**config.mk**
```make
export PLATFORM = sky130hd
export DESIGN_NAME = protector_fet_gate_control
export DESIGN_NICKNAME = d
export VERILOG_FILES = /design/src/protector_pkg.sv /design/src/protector_fet_gate_control.sv
export SDC_FILE = /design/constraint.sdc
export NUM_CORES = 1
export LEC_CHECK = 0
export BUFFER_PORTS_ARGS = -buffer_cell sky130_fd_sc_hd__buf_4
export CAP_MARGIN = 5
export CELL_PAD_IN_SITES_DETAIL_PLACEMENT = 2
export CELL_PAD_IN_SITES_GLOBAL_PLACEMENT = 2
export CORE_AREA = 2 2 114 116
export CTS_CLUSTER_DIAMETER = 200
export DETAILED_ROUTE_END_ITERATION = 6
export DIE_AREA = 0 0 116 118
export MAX_ROUTING_LAYER = met4
export PLACE_DENSITY = 0.79
export SETUP_SLACK_MARGIN = 0.02
export SLEW_MARGIN = 10
export SYNTH_ARGS = -nofsm -noshare
export SYNTH_HDL_FRONTEND = slang
export SYNTH_SLANG_ARGS = --single-unit
```
**constraint.sdc**
```tcl
create_clock -name ref_clk -period 8.3 [get_ports ref_clk]
set_input_delay 0.415 -clock ref_clk [delete_from_list [all_inputs] [get_ports ref_clk]]
set_output_delay 0.415 -clock ref_clk [all_outputs]
set_load 0.01 [all_outputs]
```
**src/protector_pkg.sv**
```systemverilog
// shared constants of the protector gate-control block
// assumes a 200 MHz reference clock; times converted to cycles or sample counts here
`default_nettype none
package protector_pkg;
  // ==========================================================
  // clock and timing
  localparam int unsigned REF_CLK_HZ = 200_000_000;
  localparam int unsigned HOLDOFF_TIME_US = 5000;
  localparam int unsigned HOLDOFF_CYCLES =
    (HOLDOFF_TIME_US * (REF_CLK_HZ / 1_000_000));
  // override filter: full scale reached in about 10 ms of samples
  localparam int unsigned OVERRIDE_ENABLE_DEGLITCH_TIME_US = 7000;
  localparam int unsigned OVERRIDE_DISABLE_DEGLITCH_TIME_US = 7000;
  localparam int unsigned SAMPLE_PERIOD_US = 10;
  localparam int unsigned SAMPLE_CYCLES =
    (SAMPLE_PERIOD_US * (REF_CLK_HZ / 1_000_000));
  // counts to cross 70% from zero = 7 ms / sample period
  localparam int unsigned OVR_CROSS_COUNT =
    OVERRIDE_ENABLE_DEGLITCH_TIME_US / SAMPLE_PERIOD_US;
  localparam int unsigned OVR_ON_PCT = 70;
  localparam int unsigned OVR_OFF_PCT = 30;
  localparam int unsigned OVR_FULL = (OVR_CROSS_COUNT * 100) / OVR_ON_PCT;
  localparam int unsigned OVR_ON_LEVEL = (OVR_FULL * OVR_ON_PCT) / 100;
  localparam int unsigned OVR_OFF_LEVEL = (OVR_FULL * OVR_OFF_PCT) / 100;
  // cell-count pin deglitch
  localparam int unsigned CELL_COUNT_DEGLITCH_TIME_US = 1000;
  localparam int unsigned CELL_COUNT_SAMPLES =
    CELL_COUNT_DEGLITCH_TIME_US / SAMPLE_PERIOD_US;
  // ==========================================================
  // cell count codes
  typedef enum logic [1:0] {
    CELLS_3 = 2'h0,
    CELLS_4 = 2'h1,
    CELLS_5 = 2'h2
  } cell_count_e;
  localparam int unsigned MAX_CELLS = 5;
  localparam logic [4:0] CELL_MASK_3 = 5'h07;
  localparam logic [4:0] CELL_MASK_4 = 5'h0f;
  localparam logic [4:0] CELL_MASK_5 = 5'h1f;
  // three-level pin as two comparator bits
  localparam logic [1:0] LEVEL_LOW = 2'h0;
  localparam logic [1:0] LEVEL_MID = 2'h1;
  localparam logic [1:0] LEVEL_HIGH = 2'h3;
endpackage : protector_pkg
`default_nettype wire

```
**src/protector_fet_gate_control.sv**
```systemverilog
// gate decision, override deglitch and cell-count decode of a pack protector
// assumes comparator and fault flags arrive asynchronously from analog logic
`default_nettype none
module protector_fet_gate_control #(
  parameter int unsigned HOLDOFF_CYCLES = protector_pkg::HOLDOFF_CYCLES,
  parameter int unsigned SAMPLE_CYCLES  = protector_pkg::SAMPLE_CYCLES,
  parameter int unsigned OVR_FULL       = protector_pkg::OVR_FULL,
  parameter int unsigned CELL_SAMPLES   = protector_pkg::CELL_COUNT_SAMPLES
) (
  input  wire logic       ref_clk,                   // 200 MHz clock
  input  wire logic       rst_b,                     // async reset, low
  input  wire logic [4:0] cell_uv_raw,               // per-cell undervoltage
  input  wire logic       cell_overvoltage_fault,    // any cell over
  input  wire logic       open_wire_fault,           // open wire
  input  wire logic       charge_overtemp_fault,     // otc
  input  wire logic       charge_undertemp_fault,    // utc
  input  wire logic       discharge_overtemp_fault,  // otd
  input  wire logic       discharge_undertemp_fault, // utd
  input  wire logic       overcurrent_stage1_fault,  // ocd stage 1
  input  wire logic       overcurrent_stage2_fault,  // ocd stage 2
  input  wire logic       short_circuit_fault,       // short circuit
  input  wire logic       state_charge_cmp,          // sense above chg thr
  input  wire logic       state_discharge_cmp,       // sense <= dsg thr
  input  wire logic       charge_override_in,        // high = enabled
  input  wire logic       discharge_override_in,     // high = enabled
  input  wire logic [1:0] cell_count_select,         // pin level code
  output logic            charge_gate_drive,         // charge fet gate
  output logic            discharge_gate_drive,      // discharge fet gate
  output logic            upper_charge_relay,        // copy for stack
  output logic            current_detect_enable,     // ocd/scd enable
  output logic            state_cmp_enable,          // comparator on
  output logic            state_cmp_charge_sel,      // 1: charge thr
  output logic [1:0]      cell_count,                // decoded count
  output logic            cell_undervoltage_fault,   // masked uv
  output logic            charge_gate_inhibit,       // charge fault sum
  output logic            discharge_gate_inhibit     // discharge fault sum
);
  // ==========================================================
  // parameter checks
  localparam int unsigned OVR_W = $clog2(OVR_FULL + 1);
  localparam int unsigned SMP_W = $clog2(SAMPLE_CYCLES + 1);
  localparam int unsigned HLD_W = $clog2(HOLDOFF_CYCLES + 1);
  localparam int unsigned CEL_W = $clog2(CELL_SAMPLES + 1);
  localparam logic [OVR_W-1:0] ON_LEVEL =
    OVR_W'((OVR_FULL * protector_pkg::OVR_ON_PCT) / 100);
  localparam logic [OVR_W-1:0] OFF_LEVEL =
    OVR_W'((OVR_FULL * protector_pkg::OVR_OFF_PCT) / 100);
  localparam logic [OVR_W-1:0] FULL = OVR_W'(OVR_FULL);
  localparam logic [SMP_W-1:0] SMP_LAST = SMP_W'(SAMPLE_CYCLES - 1);
  localparam logic [HLD_W-1:0] HLD_END = HLD_W'(HOLDOFF_CYCLES);
  localparam logic [CEL_W-1:0] CEL_END = CEL_W'(CELL_SAMPLES);
  // five uv flags, nine fault flags, two comparators, two overrides,
  // and the two-bit cell-count pin code
  localparam int unsigned NSYNC = 20;

  initial begin
    if (OVR_FULL < 4 || SAMPLE_CYCLES < 1 || HOLDOFF_CYCLES < 1 ||
        CELL_SAMPLES < 1) begin
      $error("protector_fet_gate_control: parameter out of range");
    end
  end

  // ==========================================================
  // reset release
  logic rst_meta;
  logic rst_sync;
  // two stages so release never lands near a clock edge
  always_ff @(posedge ref_clk or negedge rst_b) begin
    if (!rst_b) begin
      rst_meta <= 1'b0;
      rst_sync <= 1'b0;
    end else begin
      rst_meta <= 1'b1;
      rst_sync <= rst_meta;
    end
  end

  // ==========================================================
  // input synchronisers
  wire logic [NSYNC-1:0] raw_in = {cell_count_select, charge_override_in,
    discharge_override_in, state_charge_cmp, state_discharge_cmp,
    short_circuit_fault, overcurrent_stage2_fault, overcurrent_stage1_fault,
    discharge_undertemp_fault, discharge_overtemp_fault,
    charge_undertemp_fault, charge_overtemp_fault, open_wire_fault,
    cell_overvoltage_fault, cell_uv_raw};
  logic [NSYNC-1:0] sync_meta;
  logic [NSYNC-1:0] sync_q;
  // analog flags are registered before any decision
  always_ff @(posedge ref_clk or negedge rst_sync) begin
    if (!rst_sync) begin
      sync_meta <= '0;
      sync_q    <= '0;
    end else begin
      sync_meta <= raw_in;
      sync_q    <= sync_meta;
    end
  end
  wire logic [4:0] s_uv   = sync_q[4:0];
  wire logic       s_ov   = sync_q[5];
  wire logic       s_ow   = sync_q[6];
  wire logic       s_otc  = sync_q[7];
  wire logic       s_utc  = sync_q[8];
  wire logic       s_otd  = sync_q[9];
  wire logic       s_utd  = sync_q[10];
  wire logic       s_oc1  = sync_q[11];
  wire logic       s_oc2  = sync_q[12];
  wire logic       s_scd  = sync_q[13];
  wire logic       s_sdc  = sync_q[14];
  wire logic       s_scc  = sync_q[15];
  wire logic       s_discharge_override_in = sync_q[16];
  wire logic       s_charge_override_in = sync_q[17];
  // cell-count pin code rides in the top two synchroniser bits
  wire logic [1:0] s_cell_count_select_pin = sync_q[NSYNC-1:NSYNC-2];

  // ==========================================================
  // sample tick and hold-off
  logic [SMP_W-1:0] smp_cnt;
  logic [HLD_W-1:0] hold_cnt;
  wire logic tick = (smp_cnt == SMP_LAST);
  wire logic hold_done = (hold_cnt == HLD_END);
  // hold-off keeps both gates off while the supply settles
  always_ff @(posedge ref_clk or negedge rst_sync) begin
    if (!rst_sync) begin
      smp_cnt  <= '0;
      hold_cnt <= '0;
    end else begin
      smp_cnt <= tick ? '0 : smp_cnt + 1'b1;
      if (!hold_done) begin
        hold_cnt <= hold_cnt + 1'b1;
      end
    end
  end

  // ==========================================================
  // override deglitch filters
  logic [OVR_W-1:0] cnt_c;
  logic [OVR_W-1:0] cnt_d;
  logic             ovr_c_en;
  logic             ovr_d_en;
  wire logic [OVR_W-1:0] next_cnt_c = s_charge_override_in ?
    ((cnt_c == FULL) ? cnt_c : cnt_c + 1'b1) :
    ((cnt_c == '0) ? cnt_c : cnt_c - 1'b1);
  wire logic [OVR_W-1:0] next_cnt_d = s_discharge_override_in ?
    ((cnt_d == FULL) ? cnt_d : cnt_d + 1'b1) :
    ((cnt_d == '0) ? cnt_d : cnt_d - 1'b1);
  // hysteresis between 30 and 70 percent rejects chatter; adds latency
  always_ff @(posedge ref_clk or negedge rst_sync) begin
    if (!rst_sync) begin
      cnt_c    <= '0;
      cnt_d    <= '0;
      ovr_c_en <= 1'b0;
      ovr_d_en <= 1'b0;
    end else if (tick) begin
      cnt_c <= next_cnt_c;
      cnt_d <= next_cnt_d;
      if (next_cnt_c > ON_LEVEL) begin
        ovr_c_en <= 1'b1;
      end else if (next_cnt_c < OFF_LEVEL) begin
        ovr_c_en <= 1'b0;
      end
      if (next_cnt_d > ON_LEVEL) begin
        ovr_d_en <= 1'b1;
      end else if (next_cnt_d < OFF_LEVEL) begin
        ovr_d_en <= 1'b0;
      end
    end
  end

  // ==========================================================
  // cell count decode
  logic [1:0]       cell_count_select_last;
  logic [CEL_W-1:0] cell_count_select_stable;
  // decode from the last sampled level; code 2'h2 also means five cells
  wire logic [1:0] dec_count =
    (cell_count_select_last == protector_pkg::LEVEL_LOW)  ? protector_pkg::CELLS_3 :
    (cell_count_select_last == protector_pkg::LEVEL_MID)  ? protector_pkg::CELLS_4 :
    protector_pkg::CELLS_5;
  // pin re-checked every sample so a late strap change is followed
  always_ff @(posedge ref_clk or negedge rst_sync) begin
    if (!rst_sync) begin
      cell_count_select_last   <= protector_pkg::LEVEL_LOW;
      cell_count_select_stable <= '0;
      cell_count  <= protector_pkg::CELLS_3;
    end else if (tick) begin
      cell_count_select_last <= s_cell_count_select_pin;
      if (s_cell_count_select_pin != cell_count_select_last) begin
        cell_count_select_stable <= '0;
      end else if (cell_count_select_stable != CEL_END) begin
        cell_count_select_stable <= cell_count_select_stable + 1'b1;
      end else begin
        cell_count <= dec_count;
      end
    end
  end
  // unused cell inputs are shorted, so their uv flags are masked out
  wire logic [4:0] cell_mask =
    (cell_count == protector_pkg::CELLS_3) ? protector_pkg::CELL_MASK_3 :
    (cell_count == protector_pkg::CELLS_4) ? protector_pkg::CELL_MASK_4 :
    protector_pkg::CELL_MASK_5;
  wire logic uv_any = |(s_uv & cell_mask);

  // ==========================================================
  // gate decision
  // hard faults are shared by both drivers
  wire logic hard_fault = s_ow | s_otd | s_utd | s_oc1 | s_oc2 | s_scd;
  wire logic dsg_off = uv_any | hard_fault | !ovr_d_en;
  wire logic chg_off = s_ov | s_otc | s_utc | hard_fault |
    !ovr_c_en;
  wire logic dsg_only = dsg_off & !chg_off;
  wire logic chg_only = chg_off & !dsg_off;
  // body-diode protection in the opposite current direction
  wire logic dsg_rescue = dsg_only & s_scc & ovr_d_en;
  wire logic chg_rescue = chg_only & s_sdc & ovr_c_en;
  wire logic next_dsg = hold_done & (!dsg_off | dsg_rescue);
  wire logic next_chg = hold_done & (!chg_off | chg_rescue);

  // registered gate drive; override latency stacks onto fault timing
  always_ff @(posedge ref_clk or negedge rst_sync) begin
    if (!rst_sync) begin
      discharge_gate_drive    <= 1'b0;
      charge_gate_drive       <= 1'b0;
      upper_charge_relay      <= 1'b0;
      current_detect_enable   <= 1'b0;
      state_cmp_enable        <= 1'b0;
      state_cmp_charge_sel    <= 1'b0;
      cell_undervoltage_fault <= 1'b0;
      charge_gate_inhibit     <= 1'b0;
      discharge_gate_inhibit  <= 1'b0;
    end else begin
      discharge_gate_drive    <= next_dsg;
      charge_gate_drive       <= next_chg;
      upper_charge_relay      <= next_chg;
      current_detect_enable   <= next_dsg;
      state_cmp_enable        <= hold_done & (dsg_only | chg_only);
      state_cmp_charge_sel    <= dsg_only;
      cell_undervoltage_fault <= uv_any;
      charge_gate_inhibit     <= chg_off;
      discharge_gate_inhibit  <= dsg_off;
    end
  end
endmodule : protector_fet_gate_control
`default_nettype wire

```
======== Word level (Yosys, flattened, before mapping) ========
Index checks and enable logic that the tools add are counted.
word-level totals
  register bits after elaboration ......... 113
  input port bits ......................... 22
  output and inout bits ................... 11
  logic and storage cells ................. 98
operators by class
  $add $sub $neg .......................... 7
  magnitude comparators ................... 4
  equal/unequal tests ..................... 8
  muxes and demuxes ....................... 17
  bitwise operators ....................... 26
  reductions and logical operators ........ 16
operators by type and width
  cell                     number
  $mux W10                 6
  $add A10 B1 Y10 const B  2
  $add A20 B1 Y20 const B  1
  $eq A10 B10 Y1 const B   2
  $eq A20 B20 Y1 const B   1
  $gt A10 B10 Y1 const B   2
  $logic_not A10 Y1        2
  $lt A10 B9 Y1 const B    2
  $sub A10 B1 Y10 const B  2
  $mux W7                  2
  $or A1 B1 Y1             14
  $add A11 B1 Y11 const B  1
  $eq A11 B11 Y1 const B   1
  $mux W11                 1
  $mux W5                  2
  $and A1 B1 Y1            9
  $add A7 B1 Y7 const B    1
  $ne A7 B7 Y1 const B     1
  $reduce_and A2 Y1        3
  $reduce_bool A2 Y1       3
  $and A5 B5 Y5            1
  $reduce_or A5 Y1         1
  $eq A2 B1 Y1 const B     2
  $logic_not A1 Y1         4
  other kinds (6)          12

======== Depth between registers and ports, before layout ========
Gate-level depths: netlist (run 1).
  depth in word-level cells ............... 13
  gate-level depth with buffers ........... 9
  depth with buffers taken out ............ 9

======== Least setup slack after synthesis (run 1) ========
Ideal clock, no wire load.
  path kind ............................... register -> register
  from .................................... register cnt_d[0]
  to ...................................... register ovr_d_en
  library setup time ...................... 0.101 ns
  arrival ................................. 2.086 ns
  slack ................................... 6.113 ns
  cell stages (with the launch flop) ...... 9
  buffers on the path ..................... 0
  path through ............................ dfrtp_1 > inv_1 > ha_1 > nor4b_2 > a31oi_1 > a32oi_1 > xor2_1 > or3_1 > o32ai_1
on the way
  cells in the longest elaborated chain, start to end .. 6
  elaborated cells between the ends (all ways) .. 12
  classes of those cells .................. 2 x add/sub; 2 x order compare; 1 x eq/ne; 4 x mux; 3 x reduce/logical
RTL lines
  item                                             RTL line                                                              text
  from (decl)                                      protector_fet_gate_control.sv:137                                     logic [OVR_W-1:0] cnt_d;
  from (signal assigned)                           protector_fet_gate_control.sv:155                                     cnt_d <= next_cnt_d;
  $sub A10 B1 Y10 (tied with other cells)          protector_fet_gate_control.sv:145                                     ((cnt_d == '0) ? cnt_d : cnt_d - 1'b1);
  $mux W10, on equally long branches               protector_fet_gate_control.sv:145, protector_fet_gate_control.sv:144
  $mux W10 (*)                                     protector_fet_gate_control.sv:143                                     wire logic [OVR_W-1:0] next_cnt_d = s_discharge_override_in ?
  $gt A10 B10 Y1 or $lt A10 B9 Y1 (tied branches)  protector_fet_gate_control.sv:161, protector_fet_gate_control.sv:163
  $reduce_bool A2 Y1 (no source line)              n/a
  $reduce_and A2 Y1 (no source line)               n/a
  to (signal assigned)                             protector_fet_gate_control.sv:152                                     ovr_d_en <= 1'b0;
  to (signal assigned)                             protector_fet_gate_control.sv:162                                     ovr_d_en <= 1'b1;
  to (signal assigned)                             protector_fet_gate_control.sv:164                                     ovr_d_en <= 1'b0;
  to (decl)                                        protector_fet_gate_control.sv:139                                     logic ovr_d_en;
Mark *: on every way between the ends. The rest lies on a longest branch, timed or not.
A chain may end at the register's enable or synchronous reset.

======== Final worst setup path (run 1) ========
  from .................................... register smp_cnt[0]
  to ...................................... register cnt_d[1]
on the way
  cells in the longest elaborated chain, start to end .. 1
RTL lines
  item                    RTL line                           text
  from (decl)             protector_fet_gate_control.sv:117  logic [SMP_W-1:0] smp_cnt;
  from (signal assigned)  protector_fet_gate_control.sv:127  smp_cnt <= tick ? '0 : smp_cnt + 1'b1;
  $eq A11 B11 Y1          protector_fet_gate_control.sv:119  wire logic tick = (smp_cnt == SMP_LAST);
Every way passes these cells.

==> results of run 1 <==
==> cell usage after synthesis (all sizes together), types with 3 or more instances <==
cell	number	share of area
ha	11	0.026
nand4	11	0.013
nand2	50	0.036
a31oi	7	0.011
o31ai	3	0.0053
inv	20	0.014
nor2	37	0.027
or3	3	0.0036
nor4b	7	0.017
o21ai	33	0.032
and3	15	0.018
xnor2	24	0.040
and2	3	0.0036
buf	13	0.014
and4	5	0.0084
o211ai	3	0.0043
nor4	7	0.014
nor3	13	0.013
nand3	36	0.034
a41oi	4	0.0067
a21oi	22	0.021
xor2	20	0.033
dfrtp	113	0.54
clkbuf	8	0.0057
==> power by group through the flow <==
stage	clock [W]	combinational, W	sequential (W)
2_1_floorplan	0	0.00000654	0.000581
3_3_place_gp	0	0.0000209	0.000581
3_5_place_dp	0	0.0000217	0.000582
4_1_cts	0.000712	0.0000226	0.000573
5_1_grt	0.000738	0.0000248	0.000574
6_report	0.000698	0.0000221	0.000572
==> stage by stage <==
step | utilization | instances | hold slack (ns)
floorplan | - | 502 | 0.119
global placement | 0.451 | 687 | 0.198
detailed placement | 0.451 | 687 | 0.200
CTS | 0.497 | 720 | 0.0803
global route | 0.497 | 720 | 0.0735
finish | 0.497 | 720 | 0.0964
==> final cells by class <==
class | instances | area share
flip-flops and latches | 113 | 0.459
clock inverters | 14 | 0.0195
clock buffers | 18 | 0.0711
multi-input cells | 348 | 0.361
inverters | 20 | 0.0122
repair buffers | 35 | 0.0430
well taps | 172 | 0.0349
==> sequential cells by signal, summed over array words and instances, names as in the netlist, 2 cells and up <==
name and flops:
cell_count 2, cell_count_select_last 2, cell_count_select_stable 7, cnt_c 10
cnt_d 10, hold_cnt 20, smp_cnt 11, sync_meta 20
sync_q 20
==> routing by layer <==
layer  up-vias  wire (um)  GRT usage
li1       1837          -          -
met1      2089       6320      0.289
met2        65       7900      0.409
met3        20        455     0.0659
met4         0        201     0.0714
met5         -          0          -
==> worst register-to-register path: stages, from the launching register on <==
cell and delay [ns]:
dfrtp_1 0.38, ha_1 0.22, nand3_1 0.15, nor4b_2 0.45, and3_1 0.79, o31ai_1 0.26, a222oi_1 0.40, inv_1 0.08
==> cell families after synthesis <==
logic type / after synthesis / share of synthesized area
other: 1 / 0.000717
adders and majority gates: 11 / 0.0263
xor gates and xnor gates: 44 / 0.0736
buffers and inverters: 41 / 0.0342
DFF: 113 / 0.540
AOI/OAI and AO/OA: 91 / 0.114
muxes: 2 / 0.00430
and+or+nand+nor: 199 / 0.207
==> layout by cell type, fill, tap and decap left out, types with 11 or more instances in the layout <==
master and count:
inv_1 20, nand4_1 11, clkbuf_16 17, nor3_1 12, buf_4 34, and3_1 15
nand3_1 36, xnor2_1 24, a21oi_1 22, nand2_1 50, o21ai_0 33, xor2_1 20
ha_1 11, dfrtp_1 112, nor2_1 37
==> how the worst max path moves through the flow <==
stage	start	slack (ns)	to
floorplan	rst_sync$_DFF_PN0_	4.92	cell_count[0]$_DFFE_PN0P_
global placement	smp_cnt[0]$_DFF_PN0_	5.73	cnt_d[1]$_DFFE_PN0N_
detailed placement	smp_cnt[0]$_DFF_PN0_	5.54	cnt_d[1]$_DFFE_PN0N_
CTS	smp_cnt[0]$_DFF_PN0_	5.43	cnt_d[1]$_DFFE_PN0N_
global route	smp_cnt[0]$_DFF_PN0_	5.24	cnt_d[1]$_DFFE_PN0N_
finish	smp_cnt[0]$_DFF_PN0_	5.45	cnt_d[1]$_DFFE_PN0N_
==> flow_metrics.env, run 1 <==
export IMPL_antennaDiodeCount=0
export IMPL_cpPeakStageDelay_ns=0.79
export IMPL_post_drt_wl_per_cell_um=20.7
export IMPL_hold_path_depth=1
export IMPL_grt_ovfl_total=0
export IMPL_multiInputGateArea_mm2=0.00223
export IMPL_reg2reg_from="smp_cnt[0]$_DFF_PN0_"
export IMPL_avgSynthCellArea_um2=10.4
export IMPL_critPathKind="reg2reg"
export IMPL_fin_nets=568
export IMPL_cts_path_max_buffers=2
export IMPL_cts_setup_buffers=0
export IMPL_grt_pass1_wl_um=24900
export IMPL_synth_area_mm2=0.00523
export IMPL_die_y_um=118
export IMPL_setup_ws_ns=5.45
export IMPL_postRouteAntennaNets=0
export IMPL_combPwrFrac=0.017
export IMPL_p_per_area_mw_per_mm2=209
export IMPL_globalplace_congestion=0.791
export IMPL_portBuffers=32
export IMPL_reg2reg_slack_ns=5.45
export IMPL_switching_share=0.249
export IMPL_fmax_mhz=351
export IMPL_io_pins=33
export IMPL_r2r_end="cnt_d[1]$_DFFE_PN0N_"
export IMPL_worst_pin_slew_ns=0.859
export IMPL_placed_cell_area_mm2=0.00560
export IMPL_final_area_mm2=0.00617
export IMPL_drt_iter0_markers=185
export IMPL_core_mm2=0.0124
export IMPL_cts_root_buffer="clkbuf_16"
export IMPL_required_ns=8.60
export IMPL_worstHoldEndpoint="sync_meta[2]$_DFF_PN0_"
export IMPL_finalSetupViolations=0
export IMPL_intPower_w=0.000971
export IMPL_syn_inst=502
export IMPL_yosysSeqAreaShare=0.540
export IMPL_cap_violations=0
export IMPL_area_growth_pct=18.0
export IMPL_routed_via_count=4011
export IMPL_final_max_slew_violation_count=0
export IMPL_start_util=0.422
export IMPL_wl_um=14900
export IMPL_power_leakage_nw=2.70
export IMPL_cts_resized=0
export IMPL_drive_gt1_frac=0.157
export IMPL_endpoint_kind="flip-flop"
export IMPL_crit_family="simple AND/OR/NAND/NOR gates"
export IMPL_synthArstFlopShare=1.00
export IMPL_antenna_found_initial=0
export IMPL_switchingPower_w=0.000321
export IMPL_drt_first_pass_iters=4
export IMPL_ir_drop_uv=249
export IMPL_cts_tree="done"
export IMPL_dpl_worst_slack_ns=5.54
export IMPL_h_tree_depth=4
export IMPL_seq_area_mm2=0.00283
export IMPL_rsz0062_at_grt="false"
export IMPL_cp_max_fo=22
export IMPL_path_buf_inv=1
export IMPL_p_clk_frac=0.540
export IMPL_cp_start_kind="flip-flop"
export IMPL_ys_flop_type="dfrtp_1"
export IMPL_fin_crit_ns=2.85
export IMPL_hp_class="in2reg"
export IMPL_grtUsageTotal=0.245
export IMPL_finClkSkew_ns=0.00721
export IMPL_cts_sinks=113
export IMPL_hpwl_um=9410
export IMPL_synth_edff_count=0
export IMPL_syn_nets=535
export IMPL_via_per_inst=5.57
export IMPL_synth_warnings=0
export IMPL_die_w_um=116
export IMPL_slowest_stage="and3_1"
export IMPL_drcViolationCount=0
export IMPL_worstHoldStart="cell_uv_raw[2]"
export IMPL_hold_viol_final=0
export IMPL_num_fill_cells=1300
export IMPL_critical_path_cell_count=7
export IMPL_status="completed"
export IMPL_fin_crit_sh=0.343
export IMPL_ys_seq_elements=113
export IMPL_path_cells="ha_1 > nand3_1 > nor4b_2 > and3_1 > o31ai_1 > a222oi_1 > inv_1"
export IMPL_relSlewSlack=0.427
export IMPL_arrival_ns=3.15
export IMPL_pwr_share_seq=0.443
export IMPL_grt_max_degree=67
export IMPL_synth_distinct_cells=61
export IMPL_totalNegativeSetupSlack_ns=0
export IMPL_reg2reg_depth=7
export IMPL_grt_pass1_vias=4614
export IMPL_holdBufCountCts=1
export IMPL_clkTransAtPathRegs_ns=0.06
export IMPL_clock_latency_ns=0.42
export IMPL_die_area_mm2=0.0137
export IMPL_p_total_w=0.00129
export IMPL_rows=41
export IMPL_cts_made_buffers=17
No activity file was read; power rests on OpenSTA's default activity.
==> run 2: changes to the inputs <==
ABC_AREA = 1   (was default)
CORE_AREA = 2 2 125 127   (was 2 2 114 116)
DIE_AREA = 0 0 127 129   (was 0 0 116 118)
PLACE_DENSITY = 0.75   (was 0.79)
clock period = 2.7 ns   (was 8.3 ns; I/O delays follow)
==> flow_metrics.env, run 2 <==
export IMPL_synth_most_common_cell="nand2_1"
export IMPL_cap_violations=0
export IMPL_clkTransAtPathRegs_ns=0.06
export IMPL_finalSetupViolations=0
export IMPL_h_tree_depth=4
export IMPL_power_leakage_nw=3.32
export IMPL_routed_via_count=4811
export IMPL_synth_area_mm2=0.00562
export IMPL_post_drt_wl_per_cell_um=21.6
export IMPL_reg2reg_depth=10
export IMPL_synthArstFlopShare=1.00
export IMPL_drive_gt1_frac=0.138
export IMPL_placed_cell_area_mm2=0.00607
export IMPL_path_common_cell="inv_1"
export IMPL_largestRegisters="hold_cnt x20, sync_meta x20, sync_q x20"
export IMPL_clock_latency_ns=0.43
export IMPL_hold_viol_final=0
export IMPL_cts_made_buffers=17
export IMPL_combPwrFrac=0.027
export IMPL_synth_warnings=0
export IMPL_cp_max_fo=3
export IMPL_cpPeakStageDelay_ns=0.38
export IMPL_r2r_end="current_detect_enable$_DFF_PN0_"
export IMPL_reg2reg_slack_ns=0.15
export IMPL_crit_family="simple AND/OR/NAND/NOR gates"
export IMPL_pwr_share_seq=0.404
export IMPL_switching_share=0.232
export IMPL_netlist_top_cells_area="dfrtp_1 (50%), nand2_1 (10%), xor2_1 (6.1%)"
export IMPL_critPathKind="reg2reg"
export IMPL_totalNegativeSetupSlack_ns=0
export IMPL_avgSynthCellArea_um2=8.57
export IMPL_drcViolationCount=0
export IMPL_syn_inst=655
export IMPL_cp_start_kind="flip-flop"
export IMPL_fin_crit_ns=2.55
export IMPL_finClkSkew_ns=0.0128
export IMPL_reg2reg_from="sync_q[11]$_DFF_PN0_"
export IMPL_cts_sinks=113
export IMPL_synthTopCellsByCount="nand2_1 (150), dfrtp_1 (113), inv_1 (80), nor2_1 (65), nand3_1 (51)"
export IMPL_cts_path_max_buffers=2
export IMPL_yosysSeqAreaShare=0.504
export IMPL_cts_tree="done"
export IMPL_drt_iter0_markers=246
export IMPL_intPower_w=0.00335
export IMPL_via_per_inst=5.22
export IMPL_die_w_um=127
export IMPL_wl_um=19900
export IMPL_slowest_stage="nor4_1"
export IMPL_cts_root_buffer="clkbuf_16"
export IMPL_grt_max_degree=49
export IMPL_die_area_mm2=0.0164
export IMPL_p_per_area_mw_per_mm2=632
export IMPL_fmax_mhz=392
export IMPL_endpoint_kind="flip-flop"
export IMPL_io_pins=33
export IMPL_layout_common_cells="nand2_1 (150), dfrtp_1 (112), inv_1 (80)"
export IMPL_globalplace_congestion=0.834
export IMPL_hp_class="in2async"
export IMPL_required_ns=2.99
export IMPL_final_max_slew_violation_count=0
export IMPL_relSlewSlack=0.557
export IMPL_rsz0062_at_grt="false"
export IMPL_setup_ws_ns=0.152
export IMPL_worst_pin_slew_ns=0.664
export IMPL_core_mm2=0.0150
export IMPL_hpwl_um=11800
export IMPL_rows=45
export IMPL_cts_resized=0
export IMPL_path_cells="nor4_1 > nor3b_1 > inv_1 > nor3_1 > inv_1 > ha_1 > nand2_1 > nor2_1 > o21ai_0 > inv_1"
export IMPL_antenna_found_initial=0
export IMPL_area_growth_pct=23.0
export IMPL_postRouteAntennaNets=0
export IMPL_grtUsageTotal=0.268
export IMPL_synth_top_area_frac=0.504
export IMPL_final_common_cell="nand2_1"
export IMPL_grt_pass1_wl_um=32200
export IMPL_antennaDiodeCount=0
export IMPL_ys_seq_elements=113
export IMPL_grt_ovfl_total=0
export IMPL_synth_edff_count=0
export IMPL_yosys_area_top_type="dfrtp_1"
export IMPL_fin_crit_sh=0.944
export IMPL_arrival_ns=2.84
export IMPL_portBuffers=32
export IMPL_cts_setup_buffers=0
export IMPL_fin_nets=755
export IMPL_dpl_worst_slack_ns=0.460
export IMPL_switchingPower_w=0.00101
export IMPL_ys_flop_type="dfrtp_1"
export IMPL_drt_first_pass_iters=4
export IMPL_syn_nets=688
export IMPL_p_clk_frac=0.569
export IMPL_status="completed"
export IMPL_path_buf_inv=3
export IMPL_holdBufCountCts=21
export IMPL_start_util=0.375
export IMPL_final_area_mm2=0.00691
export IMPL_die_y_um=129
export IMPL_ir_drop_uv=549
export IMPL_grt_pass1_vias=5589
export IMPL_synth_distinct_cells=42
## run 2: changes by cell type after synthesis, sizes merged, moves of 9 or more
cell | previous run | this run
nand2 | 50 | 159
inv | 20 | 82
nor2 | 37 | 72
xnor2 | 24 | 4
nand3 | 36 | 55
xor2 | 20 | 39
and3 | 15 | 0
a21oi | 22 | 10
o21ai | 33 | 42
## run 2: logic make-up after synthesis
group           share of synthesized area
compound gates                     0.0537
xor+xnor                           0.0671
fa+ha+maj                          0.0245
buf+inv                            0.0717
flops                               0.504
mux                               0.00178
other cells                      0.000668
simple gates                        0.277
## run 2: routing by layer
| metal | track usage | vias to the layer above | part of all wire |
|---|---|---|---|
| met5 | - | - | 0 |
| met4 | 0.0989 | 0 | 0.024 |
| met3 | 0.0462 | 37 | 0.026 |
| met2 | 0.469 | 83 | 0.52 |
| met1 | 0.311 | 2467 | 0.43 |
| li1 | - | 2224 | - |
## run 2: through the flow
step	cells	power, W	util	hold slack (ns)
floorplan	655	0.00182	-	-0.161
global placement	870	0.00187	0.405	-0.0833
detailed placement	870	0.00187	0.405	-0.0806
CTS	922	0.00434	0.461	0.0324
global route	922	0.00447	0.461	0.0261
finish	922	0.00436	0.461	0.0280
## run 2: how the worst max path moves through the flow
stage	from	to	cells after the start
floorplan	rst_sync$_DFF_PN0_	cell_count[0]$_DFFE_PN0P_	0
global placement	smp_cnt[0]$_DFF_PN0_	cnt_c[7]$_DFFE_PN0N_	7
detailed placement	smp_cnt[0]$_DFF_PN0_	cnt_c[7]$_DFFE_PN0N_	7
CTS	smp_cnt[0]$_DFF_PN0_	cnt_c[7]$_DFFE_PN0N_	7
global route	cell_count[1]$_DFFE_PN0P_	current_detect_enable$_DFF_PN0_	11
finish	sync_q[11]$_DFF_PN0_	current_detect_enable$_DFF_PN0_	10
## run 2: worst reg2reg max path: stages, from the launching register on
cell     delay [ns]
dfrtp_1        0.37
nor4_1         0.38
nor3b_1        0.37
inv_1          0.11
nor3_1         0.37
inv_1          0.12
ha_1           0.25
nand2_1        0.08
nor2_1         0.04
o21ai_0        0.24
inv_1          0.09
## run 2: layout make-up
cell class,count,area (um^2)
inverters,87,327
repair buffers,60,503
multi-input cells,443,2380
well taps,188,235
fillers,1611,8070
flip-flops and latches,113,2830
clock inverters,12,183
clock buffers,19,443
## run 2: power by group through the flow
| stage | clock network, W | logic (W) | registers (W) |
|---|---|---|---|
| 2_1_floorplan | 0 | 0.0000322 | 0.00179 |
| 3_3_place_gp | 0 | 0.0000815 | 0.00178 |
| 3_5_place_dp | 0 | 0.0000865 | 0.00179 |
| 4_1_cts | 0.00247 | 0.000113 | 0.00176 |
| 5_1_grt | 0.00257 | 0.000127 | 0.00177 |
| 6_report | 0.00248 | 0.000116 | 0.00176 |
==> run 3: changes to the inputs <==
CELL_PAD_IN_SITES_DETAIL_PLACEMENT = default   (was 2)
CELL_PAD_IN_SITES_GLOBAL_PLACEMENT = default   (was 2)
CORE_AREA = 2 2 115 117   (was 2 2 125 127)
DIE_AREA = 0 0 117 119   (was 0 0 127 129)
PLACE_DENSITY = 0.57   (was 0.75)
==> flow_metrics.env, run 3 (synthesized netlist as in run 2, its figures left out) <==
export IMPL_finClkSkew_ns=0.00712
export IMPL_largestRegisters="hold_cnt x20, sync_meta x20, sync_q x20"
export IMPL_ir_drop_uv=529
export IMPL_via_per_inst=4.83
export IMPL_m1WireLength_um=5470
export IMPL_core_mm2=0.0129
export IMPL_relSlewSlack=0.634
export IMPL_final_area_mm2=0.00687
export IMPL_drcViolationCount=0
export IMPL_fin_nets=751
export IMPL_fin_cells=907
export IMPL_arrival_ns=2.41
export IMPL_cts_setup_buffers=0
export IMPL_cts_made_buffers=17
export IMPL_h_tree_depth=4
export IMPL_grt_pass1_vias=4167
export IMPL_grt_max_degree=87
export IMPL_wl_um=11600
export IMPL_cp_start_kind="flip-flop"
export IMPL_rsz0062_at_grt="false"
export IMPL_grt_pass1_wl_um=19800
export IMPL_power_leakage_nw=3.31
export IMPL_rows=42
export IMPL_drive_gt1_frac=0.135
export IMPL_cts_tree="done"
export IMPL_multiInputGateArea_mm2=0.00238
export IMPL_cap_violations=0
export IMPL_p_per_area_mw_per_mm2=610
export IMPL_status="completed"
export IMPL_routed_via_count=4383
export IMPL_finalSetupViolations=0
export IMPL_io_pins=33
export IMPL_cts_root_buffer="clkbuf_16"
export IMPL_p_clk_frac=0.557
export IMPL_clock_latency_ns=0.41
export IMPL_antennaDiodeCount=0
export IMPL_switchingPower_w=0.000933
export IMPL_die_y_um=119
export IMPL_fin_crit_ns=2.11
export IMPL_totalNegativeSetupSlack_ns=0
export IMPL_dp_cells=854
export IMPL_area_growth_pct=22.4
export IMPL_post_drt_wl_per_cell_um=12.8
export IMPL_hpwl_um=8160
export IMPL_layout_common_cells="nand2_1 (150), dfrtp_1 (112), inv_1 (80)"
export IMPL_drt_iter0_markers=199
export IMPL_antenna_found_initial=0
export IMPL_fin_crit_sh=0.781
export IMPL_wl_met3_um=444
export IMPL_worst_pin_slew_ns=0.549
export IMPL_die_area_mm2=0.0139
export IMPL_cts_resized=0
export IMPL_num_fill_cells=1147
export IMPL_cts_sinks=113
export IMPL_route_met2_wl_um=5560
export IMPL_top_layer_used="met4"
export IMPL_final_max_slew_violation_count=0
export IMPL_pwr_share_seq=0.417
export IMPL_die_w_um=117
export IMPL_holdBufCountCts=21
export IMPL_portBuffers=32
export IMPL_globalplace_congestion=0.900
export IMPL_critPathKind="reg2reg"
export IMPL_clkTransAtPathRegs_ns=0.06
export IMPL_placed_cell_area_mm2=0.00604
export IMPL_cts_path_max_buffers=2
export IMPL_drt_first_pass_iters=5
export IMPL_combPwrFrac=0.026
export IMPL_hold_viol_final=0
export IMPL_final_common_cell="nand2_1"
export IMPL_cp_max_fo=8
export IMPL_start_util=0.436
export IMPL_postRouteAntennaNets=0
export IMPL_fmax_mhz=474
export IMPL_required_ns=3.00
export IMPL_endpoint_kind="flip-flop"
export IMPL_switching_share=0.222
export IMPL_grt_ovfl_total=0
export IMPL_hp_class="in2async"
export IMPL_grtUsageTotal=0.188
export IMPL_intPower_w=0.00326
export IMPL_seq_area_mm2=0.00283
==> run 3: cell types whose count changed in the layout (fill, tap and decap cells not counted) <==
cell	delta
buf_12	+1
buf_4	-5
bufinv_16	-1
clkbuf_1	-1
clkbuf_8	-1
clkinv_4	+1
clkinvlp_4	-2
inv_6	+2
inv_8	+3
==> run 3: cell type report <==
type                    instances  share of cell area
flip-flops and latches        113               0.412
repair buffers                 56              0.0706
multi-input cells             443               0.347
clock inverters                15              0.0288
well taps                     176              0.0320
inverters                      87              0.0475
clock buffers                  17              0.0619
==> run 3: power by group through the flow <==
stage | clock, W | combinational [W] | sequential, W
after floorplan | 0 | 0.0000322 | 0.00179
after global placement | 0 | 0.0000866 | 0.00178
after detailed placement | 0 | 0.0000880 | 0.00178
after CTS | 0.00239 | 0.000112 | 0.00175
after global routing | 0.00249 | 0.000125 | 0.00175
final | 0.00234 | 0.000110 | 0.00175
==> run 3: final timing paths <==
kind | cells after the start | slack [ns] | to | start
setup / recovery | 13 | 0.59 | ovr_d_en$_DFFE_PN0P_ | cnt_d[0]$_DFFE_PN0N_
hold / removal | 2 | 0.04 | rst_sync$_DFF_PN0_ | rst_b
min in group ref_clk | 0 | 0.35 | sync_q[4]$_DFF_PN0_ | sync_meta[4]$_DFF_PN0_
max in group asynchronous | 1 | 1.70 | cnt_d[5]$_DFFE_PN0N_ | rst_sync$_DFF_PN0_
setup reg to reg | 13 | 0.59 | ovr_d_en$_DFFE_PN0P_ | cnt_d[0]$_DFFE_PN0N_
hold reg to reg | 0 | 0.24 | cnt_d[0]$_DFFE_PN0N_ | rst_sync$_DFF_PN0_
==> run 3: worst max-delay path: stages (launching register included) <==
cell and delay [ns]:
dfrtp_1 0.43, inv_1 0.16, ha_1 0.32, nand2_4 0.11
nor2_8 0.15, nand3_4 0.14, nand3_2 0.10, nand2_2 0.11
nor2_2 0.14, inv_1 0.05, nor2_1 0.07, nand3_1 0.07
nand3_1 0.08, nand2_1 0.06
==> run 3: metal layers <==
layer | vias up | track usage
met3 | 13 | 0.0499
li1 | 2221 | -
met5 | - | -
met4 | 0 | 0.0684
met2 | 91 | 0.277
met1 | 2058 | 0.252
==> run 3: metrics by stage <==
stage	hold WS, ns	power (W)	util	setup WS, ns
floorplan	-0.161	0.00182	-	0.811
global placement	-0.0811	0.00186	0.469	0.618
detailed placement	-0.0799	0.00187	0.469	0.613
CTS	0.0214	0.00425	0.534	0.604
global route	0.0331	0.00436	0.534	0.374
finish	0.0393	0.00420	0.534	0.592
